## src/shtc_regs.vh

```
// Register map and field layout of the sensor hub target configuration bank.
// Assumes an APB bus with word addressing: byte address = index * 4.
`ifndef SHTC_REGS_VH
`define SHTC_REGS_VH

// Register indices
`define SHTC_IDX_HUB_OUT_FIRST   8'h02
`define SHTC_IDX_HUB_OUT_LAST    8'h13
`define SHTC_IDX_MASTER_CFG      8'h14
`define SHTC_IDX_T0_ADDR         8'h15
`define SHTC_IDX_T0_INDEX        8'h16
`define SHTC_IDX_T0_CFG          8'h17
`define SHTC_IDX_T1_ADDR         8'h18
`define SHTC_IDX_T1_INDEX        8'h19
`define SHTC_IDX_T1_CFG          8'h1a
`define SHTC_IDX_T2_ADDR         8'h1b
`define SHTC_IDX_T2_INDEX        8'h1c
`define SHTC_IDX_T2_CFG          8'h1d
`define SHTC_IDX_T3_ADDR         8'h1e
`define SHTC_IDX_T3_INDEX        8'h1f
`define SHTC_IDX_T3_CFG          8'h20
`define SHTC_IDX_STATUS          8'h22
`define SHTC_IDX_WIDTH           8
`define SHTC_CFG_COUNT           13
`define SHTC_HUB_OUT_COUNT       18
`define SHTC_SLOT_STRIDE         4'd3

// Address register fields
`define SHTC_ADDR_DIR_BIT        0
`define SHTC_ADDR_MSB            7
`define SHTC_ADDR_LSB            1

// Slot configuration fields
`define SHTC_CFG_RATE_MSB        7
`define SHTC_CFG_RATE_LSB        6
`define SHTC_CFG_BATCH_BIT       3
`define SHTC_CFG_COUNT_MSB       2
`define SHTC_CFG_COUNT_LSB       0

// Master configuration fields
`define SHTC_MC_SINGLE_WR_BIT    6
`define SHTC_MC_TRIG_SEL_BIT     5
`define SHTC_MC_SLOTS_MSB        1
`define SHTC_MC_SLOTS_LSB        0

// Status fields
`define SHTC_ST_WR_DONE_BIT      7
`define SHTC_ST_END_BIT          0

// Reset values
`define SHTC_RST_BYTE            8'h00
`define SHTC_RST_COUNT3          3'h0
`define SHTC_RST_SLOT            2'h0
`define SHTC_RST_PTR             5'h00

`endif

```

## src/shtc_target_config.v

```verilog
// Sensor hub target configuration bank with its slot sequencer.
// Assumes an APB master on pclk and an external auxiliary bus engine that
// takes one transaction per request and reports bytes and completion.
//
// Chosen here: the APB register port.
`timescale 1ns/1ps
`include "shtc_regs.vh"

// What this block does
// - Slot 0 seven-bit target address, reset zero
// - Slot 0 direction bit: 0 write, 1 read
// - Slot 0 eight-bit register index, reset zero
// - Hub rate field, slowed by sensor rate
// - Slot 0 FIFO batching enable bit 3
// - Slot 0 read count in bits 2:0
// - Slot 1 seven-bit address, read only target
// - Slot 1 read enable bit
// - Slot 1 register index, gated by enable
// - Slot 1 FIFO batching enable bit
// - Slot 1 read count field
// - Slot 2 seven-bit target address
// - Slot 2 read enable bit
// - Slot 2 register index, gated by enable
// - Slot 2 FIFO batching enable bit
// - Slot 2 read count field
// - Slot 3 seven-bit target address
// - Slot 3 read enable bit
// - Slot count selects one to four slots
// - Trigger select: data ready or external
// - Single write: slot 0 single_write_option
// - Read bytes fill hub output registers
module shtc_target_config #(
  parameter ADDR_W = 12
) (
  input  wire              pclk,
  input  wire              presetn,
  input  wire              psel,
  input  wire              penable,
  input  wire              pwrite,
  input  wire [ADDR_W-1:0] paddr,
  input  wire [31:0]       pwdata,
  output reg  [31:0]       prdata,
  output wire              pready,
  output wire              pslverr,
  input  wire              data_ready,
  input  wire [1:0]        sensor_rate_code,
  input  wire              ext_trigger,
  output reg               xfer_req,
  output reg  [6:0]        xfer_target_address,
  output reg               xfer_read,
  output reg  [7:0]        xfer_register_index,
  output reg  [2:0]        xfer_read_count,
  input  wire              rx_valid,
  input  wire [7:0]        rx_data,
  input  wire              xfer_done,
  output reg               batch_push,
  output reg  [1:0]        batch_slot,
  output reg               hub_cycle_end
);

  localparam [2:0] ST_IDLE = 3'b001;
  localparam [2:0] ST_SCAN = 3'b010;
  localparam [2:0] ST_XFER = 3'b100;

  reg  [7:0] cfg_reg [0:`SHTC_CFG_COUNT-1];
  reg  [7:0] hub_out_reg [0:`SHTC_HUB_OUT_COUNT-1];
  reg  [2:0] state_reg;
  reg  [1:0] slot_reg;
  reg  [4:0] ptr_reg;
  reg  [2:0] decim_reg;
  reg        wr_done_reg;
  reg        end_reg;
  reg        first_cycle_reg;
  reg  [7:0] status_byte;
  reg  [7:0] rd_byte_next;
  integer    i;
  integer    j;

  // Index range test shared by the address decoders
  function idx_in_range;
    input [7:0] idx;
    input [7:0] lo;
    input [7:0] hi;
    begin
      idx_in_range = (idx >= lo) && (idx <= hi);
    end
  endfunction

  // Position of a register index inside the configuration array
  function [3:0] cfg_pos;
    input [7:0] idx;
    reg   [7:0] diff;
    begin
      diff = idx - `SHTC_IDX_MASTER_CFG;
      cfg_pos = diff[3:0];
    end
  endfunction

  wire [7:0] reg_idx = paddr[`SHTC_IDX_WIDTH+1:2];
  wire       aligned = (paddr[1:0] == 2'b00);
  wire       in_cfg = idx_in_range(reg_idx, `SHTC_IDX_MASTER_CFG, `SHTC_IDX_T3_CFG);
  wire       in_out = idx_in_range(reg_idx, `SHTC_IDX_HUB_OUT_FIRST, `SHTC_IDX_HUB_OUT_LAST);
  wire       in_st = (reg_idx == `SHTC_IDX_STATUS);
  wire       mapped = aligned && (in_cfg || (!pwrite && (in_out || in_st)));
  wire       wr_en = psel && penable && pwrite && mapped;
  wire [3:0] cfg_sel = cfg_pos(reg_idx);
  wire [7:0] out_off = reg_idx - `SHTC_IDX_HUB_OUT_FIRST;
  wire [4:0] out_sel = out_off[4:0];

  // Slot register bytes; slot 0 also carries the hub rate
  wire [7:0] master_cfg = cfg_reg[cfg_pos(`SHTC_IDX_MASTER_CFG)];
  wire [7:0] t0_addr_byte = cfg_reg[cfg_pos(`SHTC_IDX_T0_ADDR)];
  wire [7:0] t0_index_byte = cfg_reg[cfg_pos(`SHTC_IDX_T0_INDEX)];
  wire [7:0] t0_cfg_byte = cfg_reg[cfg_pos(`SHTC_IDX_T0_CFG)];
  wire [7:0] t1_addr_byte = cfg_reg[cfg_pos(`SHTC_IDX_T1_ADDR)];
  wire [7:0] t1_index_byte = cfg_reg[cfg_pos(`SHTC_IDX_T1_INDEX)];
  wire [7:0] t1_cfg_byte = cfg_reg[cfg_pos(`SHTC_IDX_T1_CFG)];
  wire [7:0] t2_addr_byte = cfg_reg[cfg_pos(`SHTC_IDX_T2_ADDR)];
  wire [7:0] t2_index_byte = cfg_reg[cfg_pos(`SHTC_IDX_T2_INDEX)];
  wire [7:0] t2_cfg_byte = cfg_reg[cfg_pos(`SHTC_IDX_T2_CFG)];
  wire [7:0] t3_addr_byte = cfg_reg[cfg_pos(`SHTC_IDX_T3_ADDR)];
  wire [7:0] t3_index_byte = cfg_reg[cfg_pos(`SHTC_IDX_T3_INDEX)];
  wire [7:0] t3_cfg_byte = cfg_reg[cfg_pos(`SHTC_IDX_T3_CFG)];
  wire       single_write_option = master_cfg[`SHTC_MC_SINGLE_WR_BIT];
  wire       trigger_select = master_cfg[`SHTC_MC_TRIG_SEL_BIT];
  wire [1:0] active_slot_count = master_cfg[`SHTC_MC_SLOTS_MSB:`SHTC_MC_SLOTS_LSB];
  wire [1:0] hub_poll_rate = t0_cfg_byte[`SHTC_CFG_RATE_MSB:`SHTC_CFG_RATE_LSB];

  // Zero wait states; errors on unmapped, misaligned or read-only writes
  assign pready = 1'b1;
  assign pslverr = psel && penable && !mapped;

  // Trigger decimation: hub rate relative to sensor rate
  function [2:0] decim_load;
    input [1:0] hub_code;
    input [1:0] sens_code;
    reg   [1:0] shift;
    begin
      shift = (hub_code > sens_code) ? (hub_code - sens_code) : 2'd0;
      decim_load = (3'd1 << shift) - 3'd1;
    end
  endfunction

  reg  [7:0] cur_addr;
  reg  [7:0] cur_index;
  reg  [7:0] cur_cfg;

  // register bytes of the slot under scan
  always @* begin
    cur_addr = t0_addr_byte;
    cur_index = t0_index_byte;
    cur_cfg = t0_cfg_byte;
    case (slot_reg)
      2'd0: begin
        cur_addr = t0_addr_byte;
        cur_index = t0_index_byte;
        cur_cfg = t0_cfg_byte;
      end
      2'd1: begin
        cur_addr = t1_addr_byte;
        cur_index = t1_index_byte;
        cur_cfg = t1_cfg_byte;
      end
      2'd2: begin
        cur_addr = t2_addr_byte;
        cur_index = t2_index_byte;
        cur_cfg = t2_cfg_byte;
      end
      2'd3: begin
        cur_addr = t3_addr_byte;
        cur_index = t3_index_byte;
        cur_cfg = t3_cfg_byte;
      end
      default: begin
        cur_addr = t0_addr_byte;
        cur_index = t0_index_byte;
        cur_cfg = t0_cfg_byte;
      end
    endcase
  end

  wire [2:0] cur_count = cur_cfg[`SHTC_CFG_COUNT_MSB:`SHTC_CFG_COUNT_LSB];
  wire       t0_write = (slot_reg == 2'd0) && !cur_addr[`SHTC_ADDR_DIR_BIT];
  wire       write_allowed = !single_write_option || first_cycle_reg;
  wire       read_allowed = cur_addr[`SHTC_ADDR_DIR_BIT] && (cur_count != `SHTC_RST_COUNT3);
  wire       slot_used = t0_write ? write_allowed : read_allowed;

  wire       drdy_fire = data_ready && (decim_reg == 3'd0);
  wire       trigger = trigger_select ? ext_trigger : drdy_fire;

  always @(posedge pclk or negedge presetn) begin
    if (!presetn) begin
      decim_reg <= 3'd0;
    end else if (data_ready) begin
      if (decim_reg == 3'd0) begin
        decim_reg <= decim_load(hub_poll_rate, sensor_rate_code);
      end else begin
        decim_reg <= decim_reg - 3'd1;
      end
    end
  end

  // Configuration registers; all fields reset to zero
  always @(posedge pclk or negedge presetn) begin
    if (!presetn) begin
      for (i = 0; i < `SHTC_CFG_COUNT; i = i + 1) begin
        cfg_reg[i] <= `SHTC_RST_BYTE;
      end
    end else if (wr_en) begin
      cfg_reg[cfg_sel] <= pwdata[7:0];
    end
  end

  // Hub cycle events shared by the sequencer and the flag logic
  wire       last_slot = (slot_reg == active_slot_count);
  wire       cycle_start = (state_reg == ST_IDLE) && trigger;
  wire       scan_close = (state_reg == ST_SCAN) && !slot_used && last_slot;
  wire       xfer_close = (state_reg == ST_XFER) && xfer_done && last_slot;
  wire       cycle_close = scan_close || xfer_close;
  wire       wr_finish = (state_reg == ST_XFER) && xfer_done && !xfer_read;
  wire       store_byte = (state_reg == ST_XFER) && rx_valid && xfer_read &&
                          (ptr_reg < `SHTC_HUB_OUT_COUNT);
  wire       batch_hit = xfer_read && cur_cfg[`SHTC_CFG_BATCH_BIT];

  // Request fields launched for the slot under scan
  wire [6:0] next_target_address = cur_addr[`SHTC_ADDR_MSB:`SHTC_ADDR_LSB];
  wire       next_read = !t0_write;
  // index used for the slot 0 write and for enabled reads
  wire [7:0] next_register_index = cur_index;
  // read count, none for the write
  wire [2:0] next_read_count = t0_write ? `SHTC_RST_COUNT3 : cur_count;

  // Status byte: single_write_option completion and end of hub cycle
  always @* begin
    status_byte = `SHTC_RST_BYTE;
    status_byte[`SHTC_ST_WR_DONE_BIT] = wr_done_reg;
    status_byte[`SHTC_ST_END_BIT] = end_reg;
  end

  // Read byte of the addressed register; zero when unmapped or misaligned
  always @* begin
    rd_byte_next = `SHTC_RST_BYTE;
    if (aligned && in_cfg) begin
      rd_byte_next = cfg_reg[cfg_sel];
    end else if (aligned && in_out) begin
      rd_byte_next = hub_out_reg[out_sel];
    end else if (aligned && in_st) begin
      rd_byte_next = status_byte;
    end
  end

  // Read data captured in the setup phase
  always @(posedge pclk or negedge presetn) begin
    if (!presetn) begin
      prdata <= 32'h0000_0000;
    end else if (psel && !penable && !pwrite) begin
      prdata <= {24'h000000, rd_byte_next};
    end
  end

  // read bytes packed from the first output byte upward
  always @(posedge pclk or negedge presetn) begin
    if (!presetn) begin
      ptr_reg <= `SHTC_RST_PTR;
      for (j = 0; j < `SHTC_HUB_OUT_COUNT; j = j + 1) begin
        hub_out_reg[j] <= `SHTC_RST_BYTE;
      end
    end else if (cycle_start) begin
      ptr_reg <= `SHTC_RST_PTR;
    end else if (store_byte) begin
      hub_out_reg[ptr_reg] <= rx_data;
      ptr_reg <= ptr_reg + 5'd1;
    end
  end

  // Status flags and single_write_option arming
  always @(posedge pclk or negedge presetn) begin
    if (!presetn) begin
      wr_done_reg <= 1'b0;
      end_reg <= 1'b0;
      first_cycle_reg <= 1'b1;
    end else begin
      if (wr_finish && single_write_option) begin
        wr_done_reg <= 1'b1;
      end
      if (cycle_close) begin
        end_reg <= 1'b1;
      end else if (cycle_start) begin
        end_reg <= 1'b0;
      end
      // rearmed while the option is off
      if (!single_write_option) begin
        first_cycle_reg <= 1'b1;
      end else if (cycle_close) begin
        first_cycle_reg <= 1'b0;
      end
    end
  end

  // Slot sequencer and transfer request outputs
  always @(posedge pclk or negedge presetn) begin
    if (!presetn) begin
      state_reg <= ST_IDLE;
      slot_reg <= `SHTC_RST_SLOT;
      xfer_req <= 1'b0;
      xfer_target_address <= 7'h00;
      xfer_read <= 1'b0;
      xfer_register_index <= `SHTC_RST_BYTE;
      xfer_read_count <= `SHTC_RST_COUNT3;
      batch_push <= 1'b0;
      batch_slot <= `SHTC_RST_SLOT;
      hub_cycle_end <= 1'b0;
    end else begin
      batch_push <= 1'b0;
      hub_cycle_end <= 1'b0;
      case (state_reg)
        ST_IDLE: begin
          if (cycle_start) begin
            slot_reg <= `SHTC_RST_SLOT;
            state_reg <= ST_SCAN;
          end
        end
        ST_SCAN: begin
          if (slot_used) begin
            xfer_req <= 1'b1;
            xfer_target_address <= next_target_address;
            xfer_read <= next_read;
            xfer_register_index <= next_register_index;
            xfer_read_count <= next_read_count;
            state_reg <= ST_XFER;
          end else if (scan_close) begin
            hub_cycle_end <= 1'b1;
            state_reg <= ST_IDLE;
          end else begin
            slot_reg <= slot_reg + 2'd1;
          end
        end
        ST_XFER: begin
          if (xfer_done) begin
            xfer_req <= 1'b0;
            if (batch_hit) begin
              batch_push <= 1'b1;
              batch_slot <= slot_reg;
            end
            if (xfer_close) begin
              hub_cycle_end <= 1'b1;
              state_reg <= ST_IDLE;
            end else begin
              slot_reg <= slot_reg + 2'd1;
              state_reg <= ST_SCAN;
            end
          end
        end
        default: begin
          state_reg <= ST_IDLE;
          xfer_req <= 1'b0;
        end
      endcase
    end
  end

endmodule // shtc_target_config

```

## config.mk

```make
export PLATFORM = sky130hd
export DESIGN_NAME = shtc_target_config
export DESIGN_NICKNAME = d
export VERILOG_FILES = /design/src/shtc_target_config.v
export VERILOG_INCLUDE_DIRS = /design/src
export SDC_FILE = /design/constraint.sdc
export NUM_CORES = 1
export LEC_CHECK = 0
export ABC_AREA = 1
export BUFFER_PORTS_ARGS = -buffer_cell sky130_fd_sc_hd__buf_2
export CAP_MARGIN = 20
export CORE_MARGIN = 10
export CORE_UTILIZATION = 40
export DETAILED_ROUTE_END_ITERATION = 7
export PLACE_DENSITY = 0.69
export SLEW_MARGIN = 20
export SYNTH_ARGS = -nofsm -noshare
export SYNTH_HDL_FRONTEND = slang
export SYNTH_SLANG_ARGS = --single-unit
export TNS_END_PERCENT = 30
```

## constraint.sdc

```tcl
create_clock -name pclk -period 2.4 [get_ports pclk]
set_clock_uncertainty 0.15 [all_clocks]
set_input_delay 0.48 -clock pclk [delete_from_list [all_inputs] [get_ports pclk]]
set_output_delay 0.48 -clock pclk [all_outputs]
set_load 0.02 [all_outputs]
```

==> metrics.cfg <==
[run_status]
outcome=finished clean

[layout]
num_antenna_cells=0
finalNonFillerCells=2409
n_fill_cell=3473
drive_gt1_share_pct=14.2
area_growth_pct=17.2
largest_reg_flops=144
num-nets-final=2007

[yosys]
yosysWarnings=0
avgSynthCellArea_um2=8.03
synth_common_cells=579 x nand2_1, 294 x dfrtp_1, 240 x o21ai_0
yosysTopAreaCell=dfrtp_1
synth_cell_type_count=42
ys_seq_area_share_pct=51.0
ys_ff_latch=296
synth_area_leaders=dfrtp_1 51%, nand2_1 15%, o21ai_0 8.3%, o21ai_1 3.5%, nor2_1 3.3%
synth_edf_count=0
ys_async_sr_fraction_pct=100
ys.flop_type=dfrtp_1
synth.most_common_cell=nand2_1
synth_cells=1810
yosysTopAreaCellShare_pct=50.6
syn_area_mm2=0.0145

[place]
dp.cells=2349
gp_congestion=0.947
dp_hpwl_mm=30.6
place_ws_ns=-0.112
portBuffers=69

[worst_setup_path]
start_kind=input pin
crit_required_ns=1.77
rr_worst_depth=11
cp_max_fo=9
r2r-start=slot_reg[0]
critPathCaptureType=output port
critPathLaunch=paddr[2]
reg2reg_slack_ns=0.16
crit_end=pslverr
r2r-end=xfer_register_index[4]
critPathKind=input pin to output port
cp.arrival_ns=1.71

[drt]
wl_per_cell_um=17.7
avgViaCountPerCell=5.26
drt-pass1-iter-count=5
drt_iter0_drc=1005
ant_nets=0
wl_mm=42.8
via_count=12679
drc=0

[clock_tree]
clockBufferDepth=3
clock_latency_ns=0.57
clkSlewWorstSetupHoldPaths_ns=0.06
cts_buffers=31
cts_root_buffer=clkbuf_16
cts_tree=built
cts.sinks=296
cts_max_level=1

[floorplanning]
core_area_mm2=0.0357
ios=121
core.rowCount=69
die_w_um=211
start_util_pct=40.7
die_y_um=211
design.die.area_mm2=0.0444

[timing]
setup_viol=0
max_freq_mhz=427
setup_slack_ns=0.0563
drv_slew=0
finalWorstPathRequiredPeriod_ns=2.34
hold_viol_final=0
slew_headroom_pct=53.1
finalCritPeriodShare_pct=97.7
worst_pin_slew_ns=0.696
rsz0062_at_grt=false

[power]
p_clk_share_pct=38.4
p_int_mw=9.41
swShare_pct=30.2
vdd.ir_drop.worst_mv=0.556
seqPwrFrac_pct=40.7
powerDensity_mw_per_mm2=792
p_comb_share_pct=20.8
leakagePower_nw=8.31
switchingPower_mw=4.08

[run]
cap_violations=0

[global_routing]
antenna_found_initial=1
grt_usage_pct=19.1
grt_pass1_vias=12250
grt_max_degree=67
overflow=0
grt_pass1_wl_mm=67.9

[worst_hold_path]
hold_path_class=input pin to flop

[what timing repair did]
item	CTS	global route
hold buffers	2	0
setup endpoints to repair	1	27
resized for setup	6	10
endpoints found under the hold margin	55	0
pin swaps	1	2
buffers inserted	0	1
[worst min-delay path by stage]
stage / startpoint / cells after the start / endpoint / slack, ns
6_report: xfer_done / 4 / state_reg[2] / 0.12
5_1_grt: xfer_done / 4 / state_reg[2] / 0.13
4_1_cts: xfer_done / 4 / state_reg[2] / 0.10
3_5_place_dp: xfer_req / 2 / xfer_req / 0.32
3_3_place_gp: xfer_req / 2 / xfer_req / 0.31
2_1_floorplan: presetn / 0 / batch_push / 0.03
[critical path, stage by stage]
cell and delay (ns):
buf_2 0.20, buf_12 0.17, nor2_2 0.23, nand3_1 0.18
a21oi_2 0.24, nor3_4 0.07, buf_6 0.13
[final cells by class]
class                      instances  area (µm²)  share of cell area [%]
inverter                         113         434                    2.55
tap                              461         577                    3.39
clock inverter                    12         189                    1.11
sequential                       296        7410                    43.5
timing repair buffer             178        1340                    7.85
clock buffer                      45         918                    5.39
multi-input combinational       1304        6170                    36.2
[cell families after synthesis]
kind of cell / after synthesis / synth area share (%)
adders and majority gates: 20 / 1.77
muxes: 1 / 0.0774
xor gates and xnor gates: 2 / 0.120
buffers and inverters: 233 / 7.57
DFF: 296 / 51.0
other: 2 / 0.0516
and+or+nand+nor: 813 / 23.2
AOI/OAI and AO/OA: 443 / 16.2
[placed cells by master (no fill, tap or decap), drive strengths merged, types with 7 or more instances in the layout]
cell,n
a22o,17
a21oi,38
nand4,21
dfrtp,294
conb,25
nand3,51
inv,113
o21ai,343
nand2,595
clkinv,7
ha,19
buf,176
nor2,133
nor3,8
o22ai,29
clkbuf,45
[metrics by stage]
stage | setup TNS [ns] | util (%) | hold WS [ns] | cell area [µm²] | total power, mW
6_report | 0 | 47.7 | 0.122 | 17000 | 13.5
5_1_grt | 0 | 47.7 | 0.131 | 17000 | 14.1
4_1_cts | 0 | 47.6 | 0.102 | 17000 | 13.5
3_5_place_dp | -6.42 | 44.4 | 0.317 | 15900 | 8.33
3_3_place_gp | -1.99 | 44.4 | 0.310 | 15900 | 8.26
2_1_floorplan | 0 | - | 0.0344 | 14700 | 7.21
[routing by layer]
| layer | up-vias | routed length [µm] | track usage (%) | share of wire (%) |
|---|---|---|---|---|
| met4 | 2 | 1330 | 6.07 | 3.1 |
| li1 | 6081 | - | - | - |
| met3 | 82 | 3310 | 3.62 | 7.7 |
| met1 | 6057 | 18400 | 24.8 | 43 |
| met2 | 457 | 19700 | 31.5 | 46 |
| met5 | - | 13 | 0 | 0.030 |
[power by group through the flow]
stage	logic [mW]	clock network, mW	registers, mW
after floorplan	1.44	0	5.77
after detailed placement	2.75	0	5.58
after global routing	3.10	5.46	5.54
after global placement	2.69	0	5.57
after CTS	2.77	5.27	5.49
final	2.81	5.19	5.49
Power figures use the tool's default switching activity.
